File: src/rtl/tac_defs.vh
// Constants for the timer 3 auto-reload counter.
`ifndef TAC_DEFS_VH
`define TAC_DEFS_VH
// ----------------------------------------
// Register offsets and reset values
// ----------------------------------------
`define TAC_ADDR_CONTROL   8'h91
`define TAC_ADDR_COUNT_LO  8'h94
`define TAC_ADDR_COUNT_HI  8'h95
`define TAC_ADDR_RELOAD_LO 8'h92
`define TAC_ADDR_RELOAD_HI 8'h93
`define TAC_CONTROL_RESET  8'h00
// ----------------------------------------
// Control field positions
// ----------------------------------------
`define TAC_BIT_HIGH_FLAG  7
`define TAC_BIT_LOW_FLAG   6
`define TAC_BIT_LOW_IRQEN  5
`define TAC_BIT_CAPTURE    4
`define TAC_BIT_SPLIT      3
`define TAC_BIT_RUN        2
// ----------------------------------------
// Clock source codes and divider counts
// ----------------------------------------
`define TAC_SEL_SYSDIV     2'h0
`define TAC_SEL_EXTDIV     2'h1
`define TAC_SEL_LFODIV     2'h3
`define TAC_DIV_SYS        4'hc
`define TAC_DIV_EXT        4'h8
`endif

File: src/rtl/tac_divider.v
// Edge-counting divider that turns a source into a one-cycle tick.
`timescale 1ns/1ps
module tac_divider (
	input  wire       mclk,
	input  wire       rst_n,
	input  wire       src_edge,
	input  wire [3:0] divide_by,
	output reg        tick
);
	reg [3:0] count_reg;

	// ----------------------------------------
	// Counter
	// ----------------------------------------
	// Counts source edges and pulses once every divide_by edges.
	always @(posedge mclk or negedge rst_n) begin
		if (!rst_n) begin
			count_reg <= 4'h0;
			tick      <= 1'b0;
		end else begin
			tick <= 1'b0;
			if (src_edge) begin
				if (count_reg >= divide_by - 4'h1) begin
					count_reg <= 4'h0;
					tick      <= 1'b1;
				end else begin
					count_reg <= count_reg + 4'h1;
				end
			end
		end
	end
endmodule

File: src/rtl/tac_timer.v
// Timer 3: 16-bit or split 8-bit auto-reload counter with control register.
`timescale 1ns/1ps
`include "tac_defs.vh"
module tac_timer (
	input  wire       mclk,
	input  wire       rst_n,
	input  wire [7:0] sfr_addr,
	input  wire [7:0] sfr_wdata,
	input  wire       sfr_wr,
	input  wire       sfr_rd,
	input  wire       ext_clk_in,
	input  wire       slow_osc_in,
	input  wire       timer_irq_enable,
	input  wire       high_byte_clock_select,
	input  wire       low_byte_clock_select,
	output reg  [7:0] sfr_rdata,
	output reg        timer_irq,
	output reg  [7:0] count_high_byte,
	output reg  [7:0] count_low_byte
);
	reg [7:0] control_reg;
	reg [7:0] reload_high_byte;
	reg [7:0] reload_low_byte;
	reg       ext_meta_reg;
	reg       ext_sync_reg;
	reg       ext_prev_reg;
	reg       osc_meta_reg;
	reg       osc_sync_reg;
	reg       osc_prev_reg;
	reg [3:0] div_ratio;
	reg       div_src;
	reg       ext_tick_sel;
	reg       low_tick;
	reg       high_tick;
	reg       low_roll;
	reg       high_roll;
	reg       capture_event;
	reg [7:0] control_next;
	wire      ext_tick;
	wire      split_mode_enable;
	wire      run_control;
	wire      osc_capture_enable;
	wire      low_byte_irq_enable;
	wire [1:0] ext_clock_select;
	wire      ext_rise;
	wire      osc_rise;
	wire      osc_fall;

	assign split_mode_enable   = control_reg[`TAC_BIT_SPLIT];
	assign run_control         = control_reg[`TAC_BIT_RUN];
	assign osc_capture_enable  = control_reg[`TAC_BIT_CAPTURE];
	assign low_byte_irq_enable = control_reg[`TAC_BIT_LOW_IRQEN];
	assign ext_clock_select    = control_reg[1:0];
	assign ext_rise = ext_sync_reg & ~ext_prev_reg;
	assign osc_rise = osc_sync_reg & ~osc_prev_reg;
	assign osc_fall = ~osc_sync_reg & osc_prev_reg;

	// ----------------------------------------
	// Input synchronisers
	// ----------------------------------------
	// Two flops per asynchronous source; edges are found past the second stage only.
	always @(posedge mclk or negedge rst_n) begin
		if (!rst_n) begin
			ext_meta_reg <= 1'b0;
			ext_sync_reg <= 1'b0;
			ext_prev_reg <= 1'b0;
			osc_meta_reg <= 1'b0;
			osc_sync_reg <= 1'b0;
			osc_prev_reg <= 1'b0;
		end else begin
			ext_meta_reg <= ext_clk_in;
			ext_sync_reg <= ext_meta_reg;
			ext_prev_reg <= ext_sync_reg;
			osc_meta_reg <= slow_osc_in;
			osc_sync_reg <= osc_meta_reg;
			osc_prev_reg <= osc_sync_reg;
		end
	end

	// ----------------------------------------
	// Clock source selection
	// ----------------------------------------
	// The reserved code counts nothing, so a stray write cannot run the timer.
	always @* begin
		div_src   = 1'b0;
		div_ratio = `TAC_DIV_EXT;
		case (ext_clock_select)
			`TAC_SEL_SYSDIV: begin
				div_src   = 1'b1;
				div_ratio = `TAC_DIV_SYS;
			end
			`TAC_SEL_EXTDIV: div_src = ext_rise;
			`TAC_SEL_LFODIV: div_src = osc_rise;
			default:         div_src = 1'b0;
		endcase
	end

	// One shared divider serves both bytes in split mode.
	tac_divider u_ext_div (
		.mclk      (mclk),
		.rst_n     (rst_n),
		.src_edge  (div_src),
		.divide_by (div_ratio),
		.tick      (ext_tick)
	);

	// ----------------------------------------
	// Count enables
	// ----------------------------------------
	// Per-byte select 1 takes the system clock, 0 takes the selected source; the high byte select acts in split mode only.
	always @* begin
		ext_tick_sel = ext_tick;
		low_tick  = low_byte_clock_select ? 1'b1 : ext_tick_sel;
		high_tick = high_byte_clock_select ? 1'b1 : ext_tick_sel;
		if (split_mode_enable) begin
			high_tick = high_tick & run_control;
		end else begin
			low_tick  = low_tick & run_control;
			high_tick = 1'b0;
		end
		low_roll  = low_tick & (count_low_byte == 8'hff);
		if (split_mode_enable)
			high_roll = high_tick & (count_high_byte == 8'hff);
		else
			high_roll = low_roll & (count_high_byte == 8'hff);
		capture_event = osc_capture_enable & osc_fall;
	end

	// ----------------------------------------
	// Counter and reload registers
	// ----------------------------------------
	// A software write to the reload bytes loses to a capture in the same cycle.
	always @(posedge mclk or negedge rst_n) begin
		if (!rst_n) begin
			count_low_byte   <= 8'h00;
			count_high_byte  <= 8'h00;
			reload_low_byte  <= 8'h00;
			reload_high_byte <= 8'h00;
		end else begin
			if (sfr_wr && sfr_addr == `TAC_ADDR_RELOAD_LO)
				reload_low_byte <= sfr_wdata;
			if (sfr_wr && sfr_addr == `TAC_ADDR_RELOAD_HI)
				reload_high_byte <= sfr_wdata;
			if (capture_event) begin
				reload_low_byte  <= count_low_byte;
				reload_high_byte <= count_high_byte;
			end
			if (sfr_wr && sfr_addr == `TAC_ADDR_COUNT_LO)
				count_low_byte <= sfr_wdata;
			else if (low_roll && split_mode_enable)
				count_low_byte <= reload_low_byte;
			else if (high_roll && !split_mode_enable)
				count_low_byte <= reload_low_byte;
			else if (low_tick)
				count_low_byte <= count_low_byte + 8'h01;
			if (sfr_wr && sfr_addr == `TAC_ADDR_COUNT_HI)
				count_high_byte <= sfr_wdata;
			else if (high_roll)
				count_high_byte <= reload_high_byte;
			else if (split_mode_enable ? high_tick : low_roll)
				count_high_byte <= count_high_byte + 8'h01;
		end
	end

	// ----------------------------------------
	// Control register and flags
	// ----------------------------------------
	// Hardware sets win over a software clear in the same cycle.
	always @* begin
		control_next = control_reg;
		if (sfr_wr && sfr_addr == `TAC_ADDR_CONTROL)
			control_next = sfr_wdata;
		if (high_roll)
			control_next[`TAC_BIT_HIGH_FLAG] = 1'b1;
		if (low_roll)
			control_next[`TAC_BIT_LOW_FLAG] = 1'b1;
	end

	always @(posedge mclk or negedge rst_n) begin
		if (!rst_n)
			control_reg <= `TAC_CONTROL_RESET;
		else
			control_reg <= control_next;
	end

	// ----------------------------------------
	// Interrupt request and read data
	// ----------------------------------------
	// The request is a level while the high flag, or the low flag with its enable, stands; capture adds a one-cycle pulse.
	always @(posedge mclk or negedge rst_n) begin
		if (!rst_n) begin
			timer_irq <= 1'b0;
			sfr_rdata <= 8'h00;
		end else begin
			timer_irq <= timer_irq_enable &
				(control_next[`TAC_BIT_HIGH_FLAG] |
				(control_next[`TAC_BIT_LOW_FLAG] & control_next[`TAC_BIT_LOW_IRQEN]) |
				capture_event);
			if (sfr_rd) begin
				case (sfr_addr)
					`TAC_ADDR_CONTROL:   sfr_rdata <= control_reg;
					`TAC_ADDR_RELOAD_LO: sfr_rdata <= reload_low_byte;
					`TAC_ADDR_RELOAD_HI: sfr_rdata <= reload_high_byte;
					`TAC_ADDR_COUNT_LO:  sfr_rdata <= count_low_byte;
					`TAC_ADDR_COUNT_HI:  sfr_rdata <= count_high_byte;
					default:             sfr_rdata <= 8'h00;
				endcase
			end
		end
	end
endmodule

File: config.mk
export PLATFORM = sky130hd
export DESIGN_NAME = tac_timer
export DESIGN_NICKNAME = d
export VERILOG_FILES = /design/src/rtl/tac_divider.v /design/src/rtl/tac_timer.v
export VERILOG_INCLUDE_DIRS = /design/src /design/src/rtl
export SDC_FILE = /design/constraint.sdc
export NUM_CORES = 1
export LEC_CHECK = 0
export BUFFER_PORTS_ARGS = -buffer_cell sky130_fd_sc_hd__buf_2
export CAP_MARGIN = 20
export CELL_PAD_IN_SITES_DETAIL_PLACEMENT = 1
export CELL_PAD_IN_SITES_GLOBAL_PLACEMENT = 2
export CORE_AREA = 2 2 97 99
export DETAILED_ROUTE_END_ITERATION = 10
export DIE_AREA = 0 0 99 101
export GPL_TIMING_DRIVEN = 0
export PLACE_DENSITY = 0.91
export REMOVE_ABC_BUFFERS = 1
export SLEW_MARGIN = 30
export SYNTH_ARGS = -nofsm -noshare
export SYNTH_HDL_FRONTEND = slang
export SYNTH_SLANG_ARGS = --single-unit
File: constraint.sdc
create_clock -name mclk -period 3.3 [get_ports mclk]
set_clock_uncertainty 0.05 [all_clocks]
set_input_delay 0.66 -clock mclk [delete_from_list [all_inputs] [get_ports mclk]]
set_output_delay 0.66 -clock mclk [all_outputs]
set_load 0.05 [all_outputs]
---- Word-level counts from Yosys, hierarchy flattened ----
Index checks and enable logic that the tools add are counted.
word-level totals
  memories kept ........................... 0
  ROM bits ................................ 0
  bits in registers ....................... 60
  input port bits ......................... 25
  word-level logic and storage cells ...... 85
  latch bits .............................. 0
  RAM bits ................................ 0
  output and inout bits ................... 25
operators by class
  multiplexer cells ....................... 26
  bitwise gates (word level) .............. 16
  shifts and indexed selects .............. 0
  multipliers ............................. 0
  magnitude comparators ................... 1
  eq/ne operators ......................... 9
  divide/modulo/power cells ............... 0
  reductions and logical operators ........ 13
  $add $sub $neg .......................... 4
operator list
  cell                                              number
  2-to-1 mux 8 bit                                  12
  == test 8 bit, second input constant              7
  one-hot mux 8 bit (5 select lines)                1
  adder 8 x 1 -> 8 bit, second input constant       2
  bitwise AND 1 bit                                 11
  2-to-1 mux 1 bit                                  10
  logical AND 1 bit                                 7
  adder 4 x 1 -> 4 bit, second input constant       1
  greater-or-equal comparator 4 bit                 1
  2-to-1 mux 4 bit                                  1
  nonzero test 2 bit                                2
  nonzero test 4 bit                                1
  subtractor 4 x 1 -> 4 bit, second input constant  1
  2-to-1 mux 3 bit                                  1
  inverter 1 bit                                    3
  one-hot mux 1 bit (3 select lines)                1
  nonzero test 3 bit                                1
  == test 2 x 1 -> 1 bit, second input constant     1
  == test 2 bit, second input constant              1
  logical NOT 2 bit                                 1
  bitwise OR 1 bit                                  2
  logical NOT 1 bit                                 1

---- Logic depth before layout (Yosys ltp) ----
  word-level depth ........................ 10
  mapped depth ............................ 8
  mapped depth without buffers ............ 8

---- Modules after synthesis ----
A second synthesis with hierarchy kept.
unflattened totals
  cells, all modules ...................... 344
  area, all modules ....................... 3389.5 um2
modules (own cells, without submodules)
  module       area each (um2)  cells an instance  times used  seq. area each (um2)
  tac_timer    3027.9           307                1           1376.3
  tac_divider  361.6            37                 1           125.1

---- Worst setup path before layout ----
Ideal clock, no wire load.
  path type ............................... flip-flop to flip-flop
  start ................................... register count_low_byte[0]
  end ..................................... register count_high_byte[4]
  buffers on the path ..................... 1
  required time ........................... 3.129 ns
  period minus slack after synthesis ...... 2.458 ns
  library setup time ...................... 0.121 ns
  arrival time ............................ 2.288 ns
  slack ................................... 0.842 ns
  cell stages (with the launch flop) ...... 8
  cells stage by stage .................... dfrtp_1 > ha_1 > nand4_1 > or4_4 > o21ai_1 > buf_4 > a31oi_1 > a22o_1
between the ends
  cells in the longest elaborated chain, start to end .. 6
  elaborated cells on any way between the ends .. 8
  those cells by class .................... eq/ne: 1; mux: 4; bitwise: 2; reduce/logical: 1
RTL lines
  item                      RTL line         text
  start: declaration        tac_timer.v:19   output reg [7:0] count_low_byte
  start signal: assignment  tac_timer.v:149  count_low_byte <= sfr_wdata;
  start signal: assignment  tac_timer.v:151  count_low_byte <= reload_low_byte;
  start signal: assignment  tac_timer.v:153  count_low_byte <= reload_low_byte;
  == test 8 bit (*)         tac_timer.v:121  low_roll = low_tick & (count_low_byte == 8'hff);
  bitwise AND 1 bit (*)     tac_timer.v:121
  bitwise AND 1 bit         tac_timer.v:125  high_roll = low_roll & (count_high_byte == 8'hff);
  2-to-1 mux 1 bit          tac_timer.v:122  if (split_mode_enable)
  2-to-1 mux 8 bit          tac_timer.v:158  else if (high_roll)
  2-to-1 mux 8 bit          tac_timer.v:156  if (sfr_wr && sfr_addr == `TAC_ADDR_COUNT_HI)
  end signal: assignment    tac_timer.v:157  count_high_byte <= sfr_wdata;
  end signal: assignment    tac_timer.v:159  count_high_byte <= reload_high_byte;
  end signal: assignment    tac_timer.v:161  count_high_byte <= count_high_byte + 8'h01;
  end: declaration          tac_timer.v:18   output reg [7:0] count_high_byte,
Every way passes the cells marked *; elsewhere a longest branch is shown, timed or not.
A chain may end at the register's enable or synchronous reset.

---- Worst setup path in the final report ----
  start ................................... register count_low_byte[1]
  end ..................................... register count_high_byte[3]
Same word-level chain as after synthesis.

==> metrics.md <==
| Metric | Value |
|---|---|
| Die H | 101 um |
| Final setup vio count | 0 |
| Reg2reg start | count_low_byte[1] |
| DRC errors left | 0 |
| Final global-route overflow total | 0 |
| N_diodes | 0 |
| Drt pass-1 iters | 4 |
| Slew margin rel. | 33.0% |
| Yosys reg bits | 60 |
| R2R Setup Slk | 0.64 ns |
| Unrepaired setup endpoints after global routing | false |
| 1st-iter DRT viols | 147 |
| Area after DPL | 3710 um^2 |
| Overall Power | 2.55 mW |
| Endpoint type of the worst setup path | flip-flop |
| Initial antenna violation count | 0 |
| PD cells | 640 nW/um^2 |
| Netlist Area Pre-Place | 3380 um^2 |
| Sequential Area | 1500 um^2 |
| Hold Path Depth | 0 |
| Crit path cell chain | ha_1 -> nand4_1 -> or4_4 -> o21ai_2 -> mux2i_1 -> o21ai_0 |
| Fmax | 0.375 GHz |
| Synth Instances | 345 |
| H-tree lvl count | 3 |
| Wire per inst | 20.2 um |
| CTS Sinks | 60 |
| CTS root buf | clkbuf_8 |
| Sequential area share after synthesis | 44.4% |
| Top cell type's share of synthesized area | 44.4% |
| Fraction of layout instances using a drive strength above 1 | 23.2% |
| FF-to-FF path depth | 6 |
| Setup repair bufs after CTS | 0 |
| Via total after detailed routing | 2888 |
| Final antenna-violating net count | 0 |
| I/O pin cnt | 50 |
| WP data required | 3.43 ns |
| Area leader, netlist | dfrtp_1 |
| Most used DFF post-synth | dfrtp_1 |
| Avg Inst Size Synth | 9.81 um^2 |
| Largest net degree at the start of global routing | 61 |
| Slowest stage delay, CP | 0.59 ns |
| DR vias/cell | 5.73 |
| Leak | 1.79 nW |
| Initial Util | 37.7% |
| CTS Hold Bufs | 0 |
| Worst-path clk slew | 0.07 ns |
| Post-CTS Resized | 0 |
| Setup tns final | 0 ns |
| Synthesis-to-finish area growth | 17.4% |
| Period minus WS final | 2.66 ns |
| Gpl congestion | 0.814 |
| Critical Path Slowest Stage Cell | or4_4 |
| Run status | complete, no violations |
| Cts bufs inserted | 9 |
| CTS tree | yes |
| Crit path kind | flip-flop to flip-flop |
| Site row count | 35 |
| All-layer global routing usage | 21.3% |
| Routed WL | 10200 um |
| Vias in the first global route | 2990 |
| Die extent in x | 99 um |
| R2r endpoint | count_high_byte[3] |
| Cell area after layout | 3980 um^2 |
| Die area | 10000 um^2 |
| Crit path launch type | flip-flop |
| Distinct cell type count after synthesis | 57 |
| Tightest Pin Transition | 0.999 ns |
| Clk_lat worst skew | 0.35 ns |
| Crit path max fanout | 12 |
| Final Cycle Share | 80.7% |
| Crit path DAT | 2.80 ns |
| Multi-input gate area in the final layout | 1770 um^2 |
| Post-detail-place hpwl | 7190 um |
| Yosys warnings | 0 |
| Hold Crit Class | flip-flop to flip-flop |
| Asr flop ratio synth | 100% |
| EDFF count, synth | 0 |
| Bufs on Longest Clock Path | 2 |
| Global-route wire length before repair | 16400 um |
| MaxCap Viol Count | 0 |
| Slew Limit Fails | 0 |
| Fillers | 1015 |
| # nets final | 418 |
| Final Hold Viols | 0 |
| CORE AREA | 8980 um^2 |
| VDD IR-drop max | 0.246 mV |
| Hold endpoint | ext_sync_reg |
| Min-delay src | ext_meta_reg |
| Port bufs | 49 |
| Main area contributors after synthesis | dfrtp_1 44%, mux2i_1 8.0%, mux2_2 4.7% |
==> where the power goes <==
group / internal, mW / total (mW) / leakage, nW / switching [mW]
Clock: 0.600 / 0.903 / 0.131 / 0.303
Sequential: 0.868 / 1.05 / 0.736 / 0.178
Combinational: 0.225 / 0.596 / 0.920 / 0.371
Total: 1.69 / 2.55 / 1.79 / 0.852
==> synthesized netlist by cell type, types with 8 or more instances <==
master	n
nand3_1	10
nor2b_1	12
a21oi_1	24
mux2i_1	27
o21ai_0	20
mux2_2	14
dfrtp_1	60
a221o_1	9
nand2_1	26
clkbuf_1	12
inv_1	8
nor2_1	33
==> area by class of cell <==
cell class / count / area share (%)
Multi-Input combinational cell: 258 / 44.5
Inverter: 8 / 0.755
Tap cell: 111 / 3.49
Sequential cell: 60 / 37.8
Clock buffer: 12 / 3.65
Clock inverter: 4 / 3.02
Timing Repair Buffer: 51 / 6.80
==> worst max path at each step <==
stage / to / from / slack (ns) / cells past startpoint
floorplan: count_high_byte[4] / count_low_byte[0] / 0.55 / 6
global placement: count_high_byte[4] / low_byte_clock_select / 0.31 / 6
detailed placement: count_low_byte[2] / sfr_addr[2] / 0.44 / 5
CTS: count_high_byte[3] / count_low_byte[1] / 0.61 / 6
global route: count_low_byte[2] / count_high_byte[0] / 0.50 / 6
finish: count_high_byte[3] / count_low_byte[1] / 0.64 / 6
==> cells in the final DEF (no fill, tap or decap), drive strengths merged, types with 10 or more instances in the layout <==
cell type | synthesis | layout
nand2 | 26 | 26
nand3 | 10 | 10
mux2 | 14 | 14
dfrtp | 60 | 60
clkbuf | 12 | 12
nor2b | 12 | 12
o21ai | 22 | 22
buf | 7 | 51
mux2i | 27 | 27
nor2 | 33 | 33
a21oi | 24 | 24
==> worst max-delay path, delay by kind of cell (launching register included) <==
family	cells	cell delay, ns
and+or+nand+nor	2	0.77
muxes	1	0.27
adders and majority gates	1	0.28
AOI/OAI and AO/OA	2	0.65
DFF	1	0.49
==> metal layers <==
layer  routed length (um)  GRT usage (%)
met3                  457           3.95
met2                 4840           35.6
met4                  189           6.43
met5                    0              0
met1                 4710           28.2
==> cell families (layout without fill, tap and decap cells) <==
logic type | count (synthesis) | in the layout | share of synthesized area [%]
AO/OA/AOI/OAI | 93 | 93 | 19.0
adder cells (fa/ha/maj) | 5 | 5 | 1.85
multiplexers | 41 | 41 | 12.6
XOR/XNOR | 7 | 7 | 1.81
AND/OR/NAND/NOR | 112 | 112 | 16.6
buffers and inverters | 27 | 75 | 3.73
flip-flops | 60 | 60 | 44.4
==> per-stage QoR <==
| stage | util [%] | cells | hold slack [ns] | setup WS (ns) |
|---|---|---|---|---|
| after floorplan | - | 326 | 0.281 | 0.549 |
| after global placement | 40.9 | 486 | 0.283 | 0.312 |
| after detailed placement | 41.3 | 488 | 0.288 | 0.445 |
| after CTS | 44.3 | 504 | 0.304 | 0.614 |
| after global routing | 44.3 | 504 | 0.313 | 0.498 |
| final | 44.3 | 504 | 0.302 | 0.636 |
Power figures use the tool's default switching activity.
